==> config.mk <==
export PLATFORM = sky130hd
export DESIGN_NAME = tsio_port
export DESIGN_NICKNAME = d
export VERILOG_FILES = /design/src/tsio_pkg.sv /design/src/tsio_line_if.sv /design/src/tsio_line.sv /design/src/tsio_port.sv
export SDC_FILE = /design/constraint.sdc
export NUM_CORES = 1
export LEC_CHECK = 0
export ABC_AREA = 0
export BUFFER_PORTS_ARGS = -buffer_cell sky130_fd_sc_hd__buf_4
export CORE_ASPECT_RATIO = 0.75
export CORE_MARGIN = 2
export CORE_UTILIZATION = 30
export CTS_CLUSTER_SIZE = 14
export DETAILED_ROUTE_END_ITERATION = 10
export REMOVE_ABC_BUFFERS = 1
export SETUP_SLACK_MARGIN = 0.05
export SYNTH_ARGS = -nofsm -noshare
export SYNTH_HDL_FRONTEND = slang
export SYNTH_SLANG_ARGS = --single-unit
==> constraint.sdc <==
create_clock -name i_clk -period 5.3 [get_ports i_clk]
set_input_delay 1.59 -clock i_clk [delete_from_list [all_inputs] [get_ports i_clk]]
set_output_delay 1.59 -clock i_clk [all_outputs]
set_load 0.03 [all_outputs]
==> src/tsio_pkg.sv <==
// shared constants and types of the touch sensor i/o port
package tsio_pkg;
  // ---------------------------------------------------------------
  // port shape
  // ---------------------------------------------------------------
  localparam int NLINES = 7;
  localparam int NKEYS  = 6;

  // ---------------------------------------------------------------
  // serial bus: slave address value is arbitrary
  // ---------------------------------------------------------------
  localparam logic [6:0] SLAVE_ADDR = 7'h12;

  // ---------------------------------------------------------------
  // register offsets (byte pointer of the serial bus)
  // ---------------------------------------------------------------
  localparam logic [7:0] OFF_DET_STAT  = 8'h04;
  localparam logic [7:0] OFF_IN_STAT   = 8'h05;
  localparam logic [7:0] OFF_DIR       = 8'h17;
  localparam logic [7:0] OFF_PWM_SEL   = 8'h18;
  localparam logic [7:0] OFF_DET_SEL   = 8'h19;
  localparam logic [7:0] OFF_POL       = 8'h1A;
  localparam logic [7:0] OFF_USER_OUT  = 8'h1B;
  localparam logic [7:0] OFF_PWM_LEVEL = 8'h1C;

  // ---------------------------------------------------------------
  // values after reset
  // ---------------------------------------------------------------
  localparam logic [6:0] RST_DIR        = 7'h00;
  localparam logic [6:0] RST_DIR_ALONE  = 7'h7F;
  localparam logic [6:0] RST_PWM_SEL    = 7'h00;
  localparam logic [6:0] RST_DET_SEL    = 7'h7F;
  localparam logic [6:0] RST_POL        = 7'h7F;
  localparam logic [6:0] RST_USER_OUT   = 7'h00;
  localparam logic [7:0] RST_PWM_LEVEL  = 8'h00;
  // cycles after reset release before the strap is sampled
  localparam logic [1:0] STRAP_DELAY    = 2'h3;
  // bits in a serial byte
  localparam logic [3:0] BYTE_BITS      = 4'h8;

  // ---------------------------------------------------------------
  // serial slave states, gray along the usual path
  // ---------------------------------------------------------------
  typedef enum logic [2:0] {
    TSIO_IDLE     = 3'b000,
    TSIO_ADDR     = 3'b001,
    TSIO_ADDR_ACK = 3'b011,
    TSIO_WR_BYTE  = 3'b010,
    TSIO_WR_ACK   = 3'b110,
    TSIO_RD_BYTE  = 3'b111,
    TSIO_RD_ACK   = 3'b101
  } tsio_state_t;
endpackage

==> src/tsio_line_if.sv <==
// per-line configuration and pin drive between port core and line driver
`timescale 1ns/1ps
interface tsio_line_if;
  logic ce;
  logic dir;
  logic pwm_sel;
  logic det_sel;
  logic pol;
  logic user_bit;
  logic det_bit;
  logic pwm_on;
  logic pin_out;
  logic pin_oe;

  modport ctrl (output ce, dir, pwm_sel, det_sel, pol, user_bit, det_bit, pwm_on,
                input pin_out, pin_oe);
  modport line (input ce, dir, pwm_sel, det_sel, pol, user_bit, det_bit, pwm_on,
                output pin_out, pin_oe);
endinterface // tsio_line_if

==> src/tsio_line.sv <==
// one port line output driver: source select, pwm gate, polarity
`timescale 1ns/1ps
module tsio_line (
  // clock and reset
  input wire logic  i_clk,
  input wire logic  i_rst,
  // line configuration and pin
  tsio_line_if.line lif
);
  logic act;

  // ---------------------------------------------------------------
  // asserted level before polarity
  // ---------------------------------------------------------------
  // pwm gates only the user buffer path, detection drives plainly
  always_comb begin
    if (lif.det_sel) begin
      act = lif.det_bit;
    end else begin
      act = lif.user_bit & (~lif.pwm_sel | lif.pwm_on);
    end
  end

  // registered pin drive; an input line never drives
  always_ff @(posedge i_clk) begin
    if (i_rst) begin
      lif.pin_out <= 1'b0;
      lif.pin_oe  <= 1'b0;
    end else if (lif.ce) begin
      lif.pin_oe  <= lif.dir;
      lif.pin_out <= lif.pol ? act : ~act;
    end
  end

  // ---------------------------------------------------------------
  // checks
  // ---------------------------------------------------------------
  a_input_released: assert property (
    @(posedge i_clk) disable iff (i_rst)
    (lif.ce && !lif.dir) |=> !lif.pin_oe)
    else $error("input line drives pin");
  a_detect_follow: assert property (
    @(posedge i_clk) disable iff (i_rst)
    (lif.ce && lif.det_sel) |=> lif.pin_out == ($past(lif.pol) ~^ $past(lif.det_bit)))
    else $error("line does not follow detection");
  a_user_follow: assert property (
    @(posedge i_clk) disable iff (i_rst)
    (lif.ce && !lif.det_sel && !lif.pwm_sel) |=> lif.pin_out == ($past(lif.pol) ~^ $past(lif.user_bit)))
    else $error("line does not follow user buffer");
  a_pwm_gate_off: assert property (
    @(posedge i_clk) disable iff (i_rst)
    (lif.ce && !lif.det_sel && lif.pwm_sel && !lif.pwm_on) |=> lif.pin_out == !$past(lif.pol))
    else $error("pwm line asserted outside duty");
endmodule // tsio_line

==> src/tsio_port.sv <==
// touch sensor i/o port: serial register slave, change line, seven lines
`timescale 1ns/1ps
// Contract
// seven lines, each input or output
// one shared 256-step pwm level
// normal start-up: every line an input
// strap low data, high clock: all outputs
// direction one output; input ignores other masks
// input levels shown in input status
// input level change asserts change line
// pwm mask gives pwm on user outputs
// host writes pwm level; all pwm lines use
// detect mask ties output to key detection
// detect mask zero follows user buffer
// polarity one active high, zero low
// change line active low, released by status read
// reverted status: any read releases line
// pwm duty proportional to level, zero never
module tsio_port (
  // clock, reset, enable
  input  wire logic       i_clk,
  input  wire logic       i_rst,
  input  wire logic       i_ce,
  // serial bus pins, open drain data
  input  wire logic       i_scl,
  input  wire logic       i_sda,
  output logic            o_sda,
  output logic            o_sda_oe,
  // change line, open drain
  output logic            o_change_notify_n,
  output logic            o_change_notify_n_oe,
  // key detection from the sensing core
  input  wire logic [5:0] i_key_detect,
  // port lines
  input  wire logic [6:0] i_port_line,
  output logic      [6:0] o_port_line,
  output logic      [6:0] o_port_line_oe,
  // strap result
  output logic            o_standalone
);
  // ---------------------------------------------------------------
  // declarations
  // ---------------------------------------------------------------
  logic                scl_m_r, scl_s_r, scl_d_r;
  logic                sda_m_r, sda_s_r, sda_d_r;
  logic [6:0]          port_m_r, port_s_r;
  logic                scl_rise, scl_fall, bus_start, bus_stop;
  logic [1:0]          strap_cnt_r;
  logic                strap_take, standalone_r;
  logic [6:0]          dir_r, pwm_sel_r, det_sel_r, pol_r, user_r;
  logic [7:0]          pwm_level_r, pwm_cnt_r;
  logic                pwm_on;
  tsio_pkg::tsio_state_t st_r;
  logic [3:0]          cnt_r;
  logic [7:0]          sh_r, ptr_r, rd_data;
  logic                first_r, rw_r, nack_r, sda_oe_r;
  logic                wr_en_r, rd_evt_r;
  logic [7:0]          wr_addr_r, wr_data_r, rd_addr_r;
  logic [6:0]          in_status, det_ext;
  logic [12:0]         stat_now, stat_prev_r, snap_r;
  logic                chg_evt, chg_r, stat_read;

  // ---------------------------------------------------------------
  // pin synchronisers
  // ---------------------------------------------------------------
  // idle bus reads high so reset cannot fake a start condition
  always_ff @(posedge i_clk) begin
    if (i_rst) begin
      {scl_m_r, scl_s_r, scl_d_r} <= 3'h7;
      {sda_m_r, sda_s_r, sda_d_r} <= 3'h7;
      port_m_r <= 7'h00;
      port_s_r <= 7'h00;
    end else if (i_ce) begin
      {scl_m_r, scl_s_r, scl_d_r} <= {i_scl, scl_m_r, scl_s_r};
      {sda_m_r, sda_s_r, sda_d_r} <= {i_sda, sda_m_r, sda_s_r};
      port_m_r <= i_port_line;
      port_s_r <= port_m_r;
    end
  end

  // bus edges and conditions from the settled copies only
  assign scl_rise  = scl_s_r & ~scl_d_r;
  assign scl_fall  = ~scl_s_r & scl_d_r;
  assign bus_start = scl_s_r & scl_d_r & sda_d_r & ~sda_s_r;
  assign bus_stop  = scl_s_r & scl_d_r & ~sda_d_r & sda_s_r;

  // ---------------------------------------------------------------
  // standalone strap
  // ---------------------------------------------------------------
  // sampled once, after the synchronisers hold true pin levels
  assign strap_take = i_ce && (strap_cnt_r == tsio_pkg::STRAP_DELAY - 2'h1);
  always_ff @(posedge i_clk) begin
    if (i_rst) begin
      strap_cnt_r  <= 2'h0;
      standalone_r <= 1'b0;
    end else if (i_ce) begin
      if (strap_cnt_r != tsio_pkg::STRAP_DELAY) begin
        strap_cnt_r <= strap_cnt_r + 2'h1;
      end
      if (strap_take) begin
        standalone_r <= ~sda_s_r & scl_s_r;
      end
    end
  end
  assign o_standalone = standalone_r;

  // ---------------------------------------------------------------
  // configuration registers
  // ---------------------------------------------------------------
  always_ff @(posedge i_clk) begin
    if (i_rst) begin
      dir_r       <= tsio_pkg::RST_DIR;
      pwm_sel_r   <= tsio_pkg::RST_PWM_SEL;
      det_sel_r   <= tsio_pkg::RST_DET_SEL;
      pol_r       <= tsio_pkg::RST_POL;
      user_r      <= tsio_pkg::RST_USER_OUT;
      pwm_level_r <= tsio_pkg::RST_PWM_LEVEL;
    end else if (i_ce) begin
      if (strap_take && ~sda_s_r && scl_s_r) begin
        dir_r <= tsio_pkg::RST_DIR_ALONE;
      end else if (wr_en_r) begin
        case (wr_addr_r)
          tsio_pkg::OFF_DIR:       dir_r       <= wr_data_r[6:0];
          tsio_pkg::OFF_PWM_SEL:   pwm_sel_r   <= wr_data_r[6:0];
          tsio_pkg::OFF_DET_SEL:   det_sel_r   <= wr_data_r[6:0];
          tsio_pkg::OFF_POL:       pol_r       <= wr_data_r[6:0];
          tsio_pkg::OFF_USER_OUT:  user_r      <= wr_data_r[6:0];
          tsio_pkg::OFF_PWM_LEVEL: pwm_level_r <= wr_data_r;
          default: ; // unmapped and status offsets ignore writes
        endcase
      end
    end
  end

  // ---------------------------------------------------------------
  // read data
  // ---------------------------------------------------------------
  assign in_status = port_s_r & ~dir_r;
  assign det_ext   = {1'b0, i_key_detect};
  always_comb begin
    rd_data = 8'h00;
    case (ptr_r)
      tsio_pkg::OFF_DET_STAT:  rd_data = {1'b0, det_ext};
      tsio_pkg::OFF_IN_STAT:   rd_data = {1'b0, in_status};
      tsio_pkg::OFF_DIR:       rd_data = {1'b0, dir_r};
      tsio_pkg::OFF_PWM_SEL:   rd_data = {1'b0, pwm_sel_r};
      tsio_pkg::OFF_DET_SEL:   rd_data = {1'b0, det_sel_r};
      tsio_pkg::OFF_POL:       rd_data = {1'b0, pol_r};
      tsio_pkg::OFF_USER_OUT:  rd_data = {1'b0, user_r};
      tsio_pkg::OFF_PWM_LEVEL: rd_data = pwm_level_r;
      default:                 rd_data = 8'h00;
    endcase
  end

  // ---------------------------------------------------------------
  // serial slave
  // ---------------------------------------------------------------
  // pointer byte first, then data with auto increment; a read
  // prefetches the next byte at each acknowledge
  always_ff @(posedge i_clk) begin
    if (i_rst) begin
      st_r <= tsio_pkg::TSIO_IDLE;
      {cnt_r, sh_r, ptr_r} <= 20'h00000;
      {first_r, rw_r, nack_r, sda_oe_r, wr_en_r, rd_evt_r} <= 6'h00;
      {wr_addr_r, wr_data_r, rd_addr_r} <= 24'h000000;
    end else if (i_ce) begin
      wr_en_r  <= 1'b0;
      rd_evt_r <= 1'b0;
      if (standalone_r || bus_stop) begin
        st_r     <= tsio_pkg::TSIO_IDLE;
        sda_oe_r <= 1'b0;
      end else if (bus_start) begin
        st_r     <= tsio_pkg::TSIO_ADDR;
        cnt_r    <= 4'h0;
        sda_oe_r <= 1'b0;
      end else if (scl_rise) begin
        if (st_r == tsio_pkg::TSIO_ADDR || st_r == tsio_pkg::TSIO_WR_BYTE) begin
          sh_r  <= {sh_r[6:0], sda_s_r};
          cnt_r <= cnt_r + 4'h1;
        end
        if (st_r == tsio_pkg::TSIO_RD_ACK) begin
          nack_r <= sda_s_r;
        end
      end else if (scl_fall) begin
        case (st_r)
          tsio_pkg::TSIO_ADDR: begin
            if (cnt_r == tsio_pkg::BYTE_BITS) begin
              if (sh_r[7:1] == tsio_pkg::SLAVE_ADDR) begin
                st_r     <= tsio_pkg::TSIO_ADDR_ACK;
                sda_oe_r <= 1'b1;
                rw_r     <= sh_r[0];
              end else begin
                st_r <= tsio_pkg::TSIO_IDLE;
              end
            end
          end
          tsio_pkg::TSIO_ADDR_ACK: begin
            if (rw_r) begin
              st_r      <= tsio_pkg::TSIO_RD_BYTE;
              sh_r      <= rd_data;
              sda_oe_r  <= ~rd_data[7];
              cnt_r     <= 4'h0;
              rd_evt_r  <= 1'b1;
              rd_addr_r <= ptr_r;
              ptr_r     <= ptr_r + 8'h01;
            end else begin
              st_r     <= tsio_pkg::TSIO_WR_BYTE;
              sda_oe_r <= 1'b0;
              cnt_r    <= 4'h0;
              first_r  <= 1'b1;
            end
          end
          tsio_pkg::TSIO_WR_BYTE: begin
            if (cnt_r == tsio_pkg::BYTE_BITS) begin
              st_r     <= tsio_pkg::TSIO_WR_ACK;
              sda_oe_r <= 1'b1;
              cnt_r    <= 4'h0;
              first_r  <= 1'b0;
              if (first_r) begin
                ptr_r <= sh_r;
              end else begin
                wr_en_r   <= 1'b1;
                wr_addr_r <= ptr_r;
                wr_data_r <= sh_r;
                ptr_r     <= ptr_r + 8'h01;
              end
            end
          end
          tsio_pkg::TSIO_WR_ACK: begin
            st_r     <= tsio_pkg::TSIO_WR_BYTE;
            sda_oe_r <= 1'b0;
          end
          tsio_pkg::TSIO_RD_BYTE: begin
            if (cnt_r == tsio_pkg::BYTE_BITS - 4'h1) begin
              st_r     <= tsio_pkg::TSIO_RD_ACK;
              sda_oe_r <= 1'b0;
            end else begin
              sh_r     <= {sh_r[6:0], 1'b0};
              sda_oe_r <= ~sh_r[6];
              cnt_r    <= cnt_r + 4'h1;
            end
          end
          tsio_pkg::TSIO_RD_ACK: begin
            if (nack_r) begin
              st_r <= tsio_pkg::TSIO_IDLE;
            end else begin
              st_r      <= tsio_pkg::TSIO_RD_BYTE;
              sh_r      <= rd_data;
              sda_oe_r  <= ~rd_data[7];
              cnt_r     <= 4'h0;
              rd_evt_r  <= 1'b1;
              rd_addr_r <= ptr_r;
              ptr_r     <= ptr_r + 8'h01;
            end
          end
          default: st_r <= tsio_pkg::TSIO_IDLE;
        endcase
      end
    end
  end
  assign o_sda    = 1'b0;
  assign o_sda_oe = sda_oe_r;

  // ---------------------------------------------------------------
  // change line
  // ---------------------------------------------------------------
  // a touch then release before the read still leaves the line low
  assign stat_now  = {det_ext[5:0], in_status};
  // no events until the synchronisers hold true pin levels after reset
  assign chg_evt   = (stat_now != stat_prev_r) && (strap_cnt_r == tsio_pkg::STRAP_DELAY);
  assign stat_read = rd_evt_r && (rd_addr_r == tsio_pkg::OFF_IN_STAT ||
                                  rd_addr_r == tsio_pkg::OFF_DET_STAT);
  always_ff @(posedge i_clk) begin
    if (i_rst) begin
      stat_prev_r <= 13'h0000;
      snap_r      <= 13'h0000;
      chg_r       <= 1'b0;
    end else if (i_ce) begin
      stat_prev_r <= stat_now;
      if (stat_read) begin
        snap_r <= stat_now;
      end
      // a new event wins over a clearing read in the same cycle
      if (chg_evt) begin
        chg_r <= 1'b1;
      end else if (stat_read) begin
        chg_r <= 1'b0;
      end else if (rd_evt_r && stat_now == snap_r) begin
        chg_r <= 1'b0;
      end
    end
  end
  assign o_change_notify_n    = 1'b0;
  assign o_change_notify_n_oe = chg_r;

  // ---------------------------------------------------------------
  // pwm generator
  // ---------------------------------------------------------------
  // 256-cycle period; level 255 still leaves one cycle off
  always_ff @(posedge i_clk) begin
    if (i_rst) begin
      pwm_cnt_r <= 8'h00;
    end else if (i_ce) begin
      pwm_cnt_r <= pwm_cnt_r + 8'h01;
    end
  end
  assign pwm_on = pwm_cnt_r < pwm_level_r;

  // ---------------------------------------------------------------
  // line drivers
  // ---------------------------------------------------------------
  for (genvar g = 0; g < tsio_pkg::NLINES; g++) begin : g_line
    tsio_line_if lif ();
    assign lif.ce       = i_ce;
    assign lif.dir      = dir_r[g];
    assign lif.pwm_sel  = pwm_sel_r[g];
    assign lif.det_sel  = det_sel_r[g];
    assign lif.pol      = pol_r[g];
    assign lif.user_bit = user_r[g];
    assign lif.det_bit  = det_ext[g];
    assign lif.pwm_on   = pwm_on;
    tsio_line u_line (
      .i_clk (i_clk),
      .i_rst (i_rst),
      .lif   (lif.line)
    );
    assign o_port_line[g]    = lif.pin_out;
    assign o_port_line_oe[g] = lif.pin_oe;
  end

  // ---------------------------------------------------------------
  // checks
  // ---------------------------------------------------------------
  a_dir_after_reset: assert property (
    @(posedge i_clk) disable iff (i_rst)
    $fell(i_rst) |-> dir_r == tsio_pkg::RST_DIR)
    else $error("lines not inputs after reset");
  a_standalone_dir: assert property (
    @(posedge i_clk) disable iff (i_rst)
    $rose(standalone_r) |-> dir_r == tsio_pkg::RST_DIR_ALONE)
    else $error("standalone lines not outputs");
  a_status_masked: assert property (
    @(posedge i_clk) disable iff (i_rst)
    (ptr_r == tsio_pkg::OFF_IN_STAT) |-> (rd_data[6:0] & dir_r) == 7'h00)
    else $error("output line shown in input status");
  a_change_sets: assert property (
    @(posedge i_clk) disable iff (i_rst)
    (i_ce && chg_evt) |=> o_change_notify_n_oe)
    else $error("change line not asserted");
  a_change_holds: assert property (
    @(posedge i_clk) disable iff (i_rst)
    (chg_r && !rd_evt_r) |=> chg_r)
    else $error("change line released without read");
  a_status_clears: assert property (
    @(posedge i_clk) disable iff (i_rst)
    (i_ce && stat_read && !chg_evt) |=> !o_change_notify_n_oe)
    else $error("status read kept change line");
  a_pwm_zero_off: assert property (
    @(posedge i_clk) disable iff (i_rst)
    (pwm_level_r == 8'h00) |-> !pwm_on)
    else $error("pwm on at level zero");
  a_pwm_level_write: assert property (
    @(posedge i_clk) disable iff (i_rst)
    (i_ce && wr_en_r && wr_addr_r == tsio_pkg::OFF_PWM_LEVEL) |=> pwm_level_r == $past(wr_data_r))
    else $error("pwm level write lost");
endmodule // tsio_port

* Yosys cells after proc, flatten, opt, wreduce, memory -nomap -nowiden
Index checks and enable logic that the tools add are counted.
Storage, ports and cells: flip-flop bits (word level) 168, output and inout port bits 19, logic and storage cells 273
Cells by class: $add $sub $neg 4, magnitude comparators 1, eq/ne operators 48, mux-type cells 83, bitwise operators 49, reductions and logical operators 41
Operators with widths (number):
- $eq 8x5->1 const B | 12
- $mux 8 | 12
- $pmux 8 s8 | 1
- $pmux 8 s3 | 2
- $reduce_and 8->1 | 6
- $mux 1 | 42
- $eq 8x3->1 const B | 4
- $mux 4 | 7
- $mux 3 | 9
- $not 1->1 | 25
- $mux 7 | 3
- $reduce_and 4->1 | 5
- $pmux 3 s6 | 1
- $reduce_and 9->1 | 2
- $add 8x1->8 const B | 2
- $ne 4x3->1 const B | 4
- $ne 4x4->1 const B | 4
- $pmux 4 s4 | 1
- $pmux 8 s2 | 1
- $and 1x1->1 | 15
- $eq 13x13->1 | 1
- $ne 13x13->1 | 1
- $reduce_bool 3->1 | 4
- $reduce_bool 2->1 | 5
- 29 further kinds | 57

* Depth between registers and ports, before layout
Gate-level depths: netlist (run 1).
depth in word-level cells 10, mapped depth 10, depth with buffers taken out 8

* Cells and area by module
A second synthesis (run 1) with hierarchy kept.
Second synthesis, totals: cells, all modules 948, area total of the unflattened synthesis 8408.1 sq um
By module, submodules not included:
- tsio_port | times used 1, cells each 850, area each 7567.3 sq um, sequential area each 3062.9 sq um
- tsio_line | times used 7, cells each 14, area each 120.1 sq um, sequential area each 40.0 sq um

* Worst setup path before layout (run 1)
OpenSTA, ideal clock, no wires.
path kind input-to-reg, start input port i_ce, end register pol_r[0], setup time 0.130 ns, arrival time 3.077 ns, data required time 5.170 ns, slack 2.093 ns, stages on the path 9, cell sequence buf_2 -> nand4b_1 -> nand3_1 -> or3_1 -> buf_2 -> nor3b_1 -> buf_4 -> mux2i_1 -> nand2_1
Between the ends: word-level cells in the longest chain between the ends 5
Ends and longest elaborated chain:
- start, declared | line tsio_port.sv:23 | input wire logic i_ce,
- $logic_and 1x1->1 | line tsio_port.sv:91 | assign strap_take = i_ce && (strap_cnt_r == tsio_pkg::STRAP_DELAY - 2'h1);
- $logic_and 1x1->1 (2 in a row) | line tsio_port.sv:119 | if (strap_take && ~sda_s_r && scl_s_r) begin
- $not 1->1 (no line)
- $reduce_and 4->1 (no line) (*)
- end signal, assigned | line tsio_port.sv:115 | pol_r <= tsio_pkg::RST_POL;
- end signal, assigned | line tsio_port.sv:126 | tsio_pkg::OFF_POL: pol_r <= wr_data_r[6:0];
- end, declared | line tsio_port.sv:50 | logic [6:0] dir_r, pwm_sel_r, det_sel_r, pol_r, user_r;
Mark *: on every way between the ends. The rest lies on a longest branch, timed or not. A chain may end at the register's enable or synchronous reset.

* Worst setup path in the final report (run 1)
start input port i_ce, end register wr_data_r[3]
Between the ends: word-level cells in the longest chain between the ends 1
Ends and longest elaborated chain:
- $reduce_and 8->1 (no line)
- end signal, assigned | line tsio_port.sv:224 | wr_data_r <= sh_r;
- end, declared | line tsio_port.sv:58 | logic [7:0] wr_addr_r, wr_data_r, rd_addr_r;
Every way passes these cells.

==> reports/results.ini, run 1 <==
[placed_design]
port_buffers = 34
place.gp.congestion = 0.893
placed_cells = 1259
dp_hpwl_um = 14700

[clock_network]
clockBufferDepth = 2
cts_buffers = 17
cts_setup_buffers = 0
clkLatencyLatePin_ns = 0.44
cts_root_buffer = clkbuf_16
clk_pin_slew_ns = 0.07
cts.sinks = 167
htreeDepth = 4
cts_tree = yes
cts.repair.resized = 0
hold_buffers = 0

[sta]
holdWs_ns = 0.460
max_freq_mhz = 280
finalCritPeriodShare_pct = 67.5
worst_slew_pin_slew_ns = 1.19
setup_violations = 0
finalClockSkew_ns = 0.0103
drv_slew = 0
relSlewSlack_pct = 20.4
min_period_ns = 3.58
rsz0062_at_grt = false
hold_viol_final = 0
setup_tns_ns = 0

[routing]
drc_errors = 0
wl_per_cell_um = 16.5
firstDrtPassIters = 7
ant_nets = 0
postRouteWirelength_um = 21300
vias = 6669
via_per_inst = 5.17
drtIter0Drc = 533

[floorplan]
die_w_um = 195
core_area_um2 = 27000
die_y_um = 147
start_util_pct = 30.5
rows = 52
ios = 37
die-area_um2 = 28800

[worst_setup_path]
end_kind = flop
start_kind = primary input
cp.required_ns = 5.65
path_class = in2reg
crit_fanout = 34
cp.arrival_ns = 3.93

[grt]
grt_util_met2_pct = 20.4
grt_max_degree = 75
grt_use_met1_pct = 23.3
overflow = 0
grt_usage_pct = 15.0
use_met3_pct = 2.92
grt_busiest_layer = met1
antenna_found_initial = 0
grt_pass1_wl_um = 34000
grt_pass1_vias = 6126

[finish]
nets = 964
syn2layout_area_growth_pct = 11.2
drive_above_1_share_pct = 8.40
finalNonFillerCells = 1291
diodes = 0

[power_and_ir_drop]
ir_drop_uv = 174
power.density_nw_per_um2 = 286
p_leak_nw = 3.53

[synthesis]
synth.cell_area_um2 = 8230
ys_ff_latch = 167
synth_top_area_share_pct = 40.6
synthTopCellsByArea = dfxtp_1 (41%), mux2i_1 (13%), nor2_1 (5.7%), nand2_1 (4.3%), a21oi_1 (3.3%)
synth-edff-count = 0
synthArstFlopShare_pct = 0
netlist_instances = 945
synth_largest_area_cell = dfxtp_1
ys_seq_area_share_pct = 40.6
avgSynthCellArea_um2 = 8.71
ys_dominant_reg_cell = dfxtp_1
yosysWarnings = 0
yosysUniqueCellTypes = 65

[flow_run]
maxCapViolCount = 0

[worst_hold_path]
min_path_type = reg2reg

[outcome]
outcome = finished clean

==> registers in the layout (all words and copies together) (netlist names), 3 cells and up <==
signal / cells
wr_addr_r: 8
rd_addr_r: 7
ptr_r: 8
wr_data_r: 8
det_sel_r: 7
port_s_r: 7
port_m_r: 7
g_line.u_line.lif.pin_oe: 7
pol_r: 7
st_r: 3
pwm_cnt_r: 8
pwm_level_r: 8
dir_r: 7
g_line.u_line.lif.pin_out: 7
sh_r: 8
pwm_sel_r: 7
cnt_r: 4
user_r: 7
stat_prev_r: 13
snap_r: 13
==> logic make-up after synthesis <==
group / after synthesis / share of synthesized area, %
fa+ha+maj: 19 / 2.89
xor+xnor: 41 / 4.36
simple gates: 332 / 19.2
other cells: 1 / 0.0456
flops: 167 / 40.6
compound gates: 183 / 14.8
mux: 103 / 12.5
buf+inv: 99 / 5.47
==> synthesized netlist by cell type (8+ instances only) <==
master	number
a22o_1	9
xor2_1	18
a22oi_1	21
nor3_1	10
nand4_1	13
inv_1	22
o21ai_0	27
nand2b_1	9
a211oi_1	13
nor2_1	125
xnor2_1	23
buf_4	19
nand2_1	94
ha_1	19
nand3_1	15
nor2b_1	16
mux2i_1	103
or3_1	8
dfxtp_1	167
clkbuf_1	49
a21oi_1	55
nor3b_1	9
a221oi_1	10
==> layout by cell type, fill, tap and decap left out, drive strengths merged, types with 10 or more instances in the layout <==
cell type / netlist / layout
a211oi: 14 / 14
a21oi: 55 / 55
a221oi: 10 / 10
a22oi: 21 / 21
buf: 28 / 39
clkbuf: 49 / 19
dfxtp: 167 / 167
ha: 19 / 19
inv: 22 / 26
mux2i: 103 / 103
nand2: 94 / 94
nand3: 15 / 15
nand4: 13 / 13
nor2: 126 / 126
nor2b: 16 / 16
nor3: 12 / 12
o21ai: 30 / 30
xnor2: 23 / 23
xor2: 18 / 18
==> cell type report <==
class | count | area [um^2]
fill | 2705 | 17900
multi-input combinational | 680 | 4440
sequential | 167 | 3340
clock buffer | 19 | 453
tap | 351 | 439
timing repair buffer | 39 | 293
clock inverter | 13 | 97.6
inverter | 22 | 82.6
==> critical path, cell delays in order <==
cell      delay [ns]
buf_4           0.40
nand2b_1        0.18
a211oi_1        0.51
and2_1          0.28
and3b_1         0.62
nand2_1         0.13
a21oi_1         0.17
==> where the power goes <==
group	switching [W]	total (W)	leakage, nW	internal [W]
Combinational	0.0000976	0.000156	1.91	0.0000584
Clock	0.000543	0.00117	0.263	0.000629
Sequential	0.0000154	0.00129	1.35	0.00127
==> layer usage <==
| layer | up-vias | part of all wire (%) |
|---|---|---|
| li1 | 3264 | - |
| met1 | 3170 | 52 |
| met2 | 213 | 40 |
| met3 | 22 | 7.3 |
| met4 | 0 | 1.1 |
| met5 | - | 0 |
==> metrics by stage <==
stage | cell area [um^2] | setup WS (ns) | util, % | power [W]
detailed placement | 8600 | 1.36 | 31.8 | 0.00147
CTS | 9150 | 1.80 | 33.9 | 0.00264
finish | 9150 | 1.72 | 33.9 | 0.00262
global placement | 8600 | 1.43 | 31.8 | 0.00147
global route | 9150 | 1.50 | 33.9 | 0.00270
floorplan | 7860 | 1.69 | - | 0.00140
==> final timing paths <==
path                               start                                   endpoint  slack [ns]  depth (start not counted)
min reg2reg    wr_data_r[7]$_SDFFE_PP0P_                  wr_data_r[7]$_SDFFE_PP0P_        0.46                          2
max                                 i_ce                  wr_data_r[3]$_SDFFE_PP0P_        1.72                          7
min            wr_data_r[7]$_SDFFE_PP0P_                  wr_data_r[7]$_SDFFE_PP0P_        0.46                          2
max reg2reg  pwm_level_r[1]$_SDFFE_PP0P_  g_line[1].u_line.lif.pin_out$_SDFFE_PP0P_        2.48                          8
Power figures use the tool's default switching activity.
==> run 2: changes to the inputs <==
Clock period 5.3 ns to 3.5 ns, I/O delays scaled along.
==> run 2 against run 1 <==
  * Clock-buffer cell count down 1
  * Critical path depth grew 2
  * Die area unchanged
  * Register-to-register slack worse by 1.6 ns
  * Flip-flop and latch count did not move
  * Critical endpoint is now sh_r[6]$_SDFFE_PP0P_
  * Highest routed layer unchanged
==> reports/results.ini, run 2 (synthesis gave the netlist of run 1 again) <==
[worst_hold_path]
hold_end = wr_addr_r[4]$_SDFFE_PP0P_  ; was wr_data_r[7]$_SDFFE_PP0P_
min-delay-start = wr_addr_r[4]$_SDFFE_PP0P_  ; was wr_data_r[7]$_SDFFE_PP0P_
min_path_type = reg2reg  ; unchanged
hold_path_depth = 2  ; unchanged

[clock_network]
cts_root_buffer = clkbuf_16  ; unchanged
clockBufferDepth = 2  ; unchanged
cts.repair.resized = 0  ; unchanged
cts_setup_buffers = 0  ; unchanged
clkLatencyLatePin_ns = 0.44  ; about the same
cts_buffers = 17  ; unchanged
cts_tree = yes  ; unchanged
cts.sinks = 167  ; unchanged
hold_buffers = 0  ; unchanged
clk_pin_slew_ns = 0.07  ; about the same
htreeDepth = 4  ; unchanged

[sta]
rsz0062_at_grt = false  ; unchanged
finalCritPeriodShare_pct = 74.3
hold_viol_final = 0  ; unchanged
relSlewSlack_pct = 47.4  ; was 20.4%
drv_slew = 0  ; unchanged
max_freq_mhz = 384
finalClockSkew_ns = 0.0106  ; was 0.0103 ns
min_period_ns = 2.60
worst_slew_pin_slew_ns = 0.789  ; was 1.19 ns
setup_violations = 0  ; unchanged
setup_tns_ns = 0  ; unchanged

[grt]
grt_max_degree = 141  ; was 75
overflow = 0  ; unchanged
grt_pass1_vias = 6053  ; was 6126
antenna_found_initial = 0  ; unchanged
grt_usage_pct = 15.3  ; was 15.0%
grt_pass1_wl_um = 34600  ; was 34000 um

[routing]
via_per_inst = 5.12  ; was 5.17
drtIter0Drc = 644  ; was 533
postRouteWirelength_um = 21400  ; was 21300 um
firstDrtPassIters = 5  ; was 7
wl_per_cell_um = 16.5  ; about the same
ant_nets = 0  ; unchanged
vias = 6655  ; was 6669
drc_errors = 0  ; unchanged

[finish]
syn2layout_area_growth_pct = 12.7  ; was 11.2%
fin_area_um2 = 9270  ; was 9150 um^2
fill_cells = 2751  ; was 2705
nets = 973  ; was 964
final_common_cell = dfxtp_1  ; unchanged
final_cell_mix = dfxtp_1 (167), nor2_1 (125), mux2i_1 (103)  ; unchanged
largestRegisters = snap_r (13), stat_prev_r (13)  ; unchanged
diodes = 0  ; unchanged
drive_above_1_share_pct = 9.17  ; was 8.40%

[floorplan]
die-area_um2 = 28800  ; unchanged
core_area_um2 = 27000  ; unchanged
die_w_um = 195  ; unchanged
ios = 37  ; unchanged
rows = 52  ; unchanged
start_util_pct = 30.5  ; unchanged
die_y_um = 147  ; unchanged

[worst_setup_path]
cp.arrival_ns = 2.90  ; was 3.93 ns
start_kind = flop  ; was primary input
crit_fanout = 14  ; was 34
r2r_end = sh_r[6]$_SDFFE_PP0P_  ; was g_line[1].u_line.lif.pin_out$_SDFFE_PP0P_
cp.required_ns = 3.80  ; was 5.65 ns
end_kind = flop  ; unchanged
rr_startpoint = ptr_r[1]$_SDFFE_PP0P_  ; was pwm_level_r[1]$_SDFFE_PP0P_
crit_start = ptr_r[1]$_SDFFE_PP0P_  ; was i_ce
reg2reg_setup_slack_ns = 0.90  ; was 2.48 ns
path_class = reg2reg  ; was in2reg
r2r_cells = 9  ; was 8

[flow_run]
maxCapViolCount = 0  ; unchanged

[placed_design]
placedInstanceArea_um2 = 8680  ; was 8600 um^2
place.gp.congestion = 0.878  ; was 0.893
port_buffers = 34  ; unchanged
dp_hpwl_um = 14800  ; was 14700 um

[power_and_ir_drop]
power.density_nw_per_um2 = 444  ; was 286 nW/um^2
ir_drop_uv = 241  ; was 174 uV
p_leak_nw = 3.60  ; was 3.53 nW

[outcome]
outcome = finished clean  ; unchanged

==> run 2: cell count changes in the layout (fill, tap and decap cells not counted) <==
cell,change
clkinvlp_4,-4
inv_8,+2
clkinv_2,-2
clkbuf_1,+1
clkbuf_8,-2
clkinv_4,+3
buf_12,+1
buf_4,+8
bufinv_16,+2
==> run 2: per-stage QoR <==
stage	hold slack, ns	power (W)	instances	util (%)	setup WS, ns
6_report	0.450	0.00411	1300	34.3	0.898
5_1_grt	0.475	0.00428	1300	34.3	0.619
4_1_cts	0.452	0.00415	1300	34.3	0.930
3_5_place_dp	0.445	0.00224	1268	32.1	0.624
3_3_place_gp	0.439	0.00224	1268	32.1	0.664
2_1_floorplan	0.425	0.00212	869	-	0.434
==> run 2: power breakdown <==
group          switching [W]  leakage (nW)  internal [W]  total [W]
clock network       0.000843         0.294       0.00107    0.00192
registers          0.0000246          1.35       0.00193    0.00195
logic               0.000150          1.96     0.0000938   0.000243
==> run 2: metal layers <==
layer	global-route usage [%]	vias to the layer above	routed length, um
li1	-	3293	-
met3	3.15	11	1130
met1	24.1	3183	11600
met4	3.47	0	149
met5	0	-	0
met2	20.8	168	8520
==> run 2: worst max-delay path by stage <==
stage	endpoint	cells after the start	slack, ns
finish	sh_r[6]$_SDFFE_PP0P_	9	0.90
global placement	ptr_r[7]$_SDFFE_PP0P_	7	0.66
global route	ptr_r[2]$_SDFFE_PP0P_	7	0.62
detailed placement	ptr_r[7]$_SDFFE_PP0P_	7	0.62
floorplan	pol_r[0]$_SDFFE_PP1P_	6	0.43
CTS	sh_r[6]$_SDFFE_PP0P_	9	0.93
==> run 2: critical path: stages (launching register included) <==
cell	delay (ns)
dfxtp_1	0.58
inv_1	0.12
ha_1	0.41
buf_4	0.26
a22o_1	0.23
a221oi_1	0.22
o22ai_1	0.12
a221o_1	0.28
a22oi_1	0.16
a21oi_1	0.08
==> run 2: cell type report <==
type | instances | area, um^2 | share of cell area, %
Multi-Input combinational cell | 680 | 4440 | 47.9
Sequential cell | 167 | 3340 | 36.1
Tap cell | 351 | 439 | 4.74
Clock buffer | 18 | 429 | 4.63
Timing Repair Buffer | 48 | 373 | 4.02
Clock inverter | 14 | 166 | 1.79
Inverter | 22 | 82.6 | 0.891
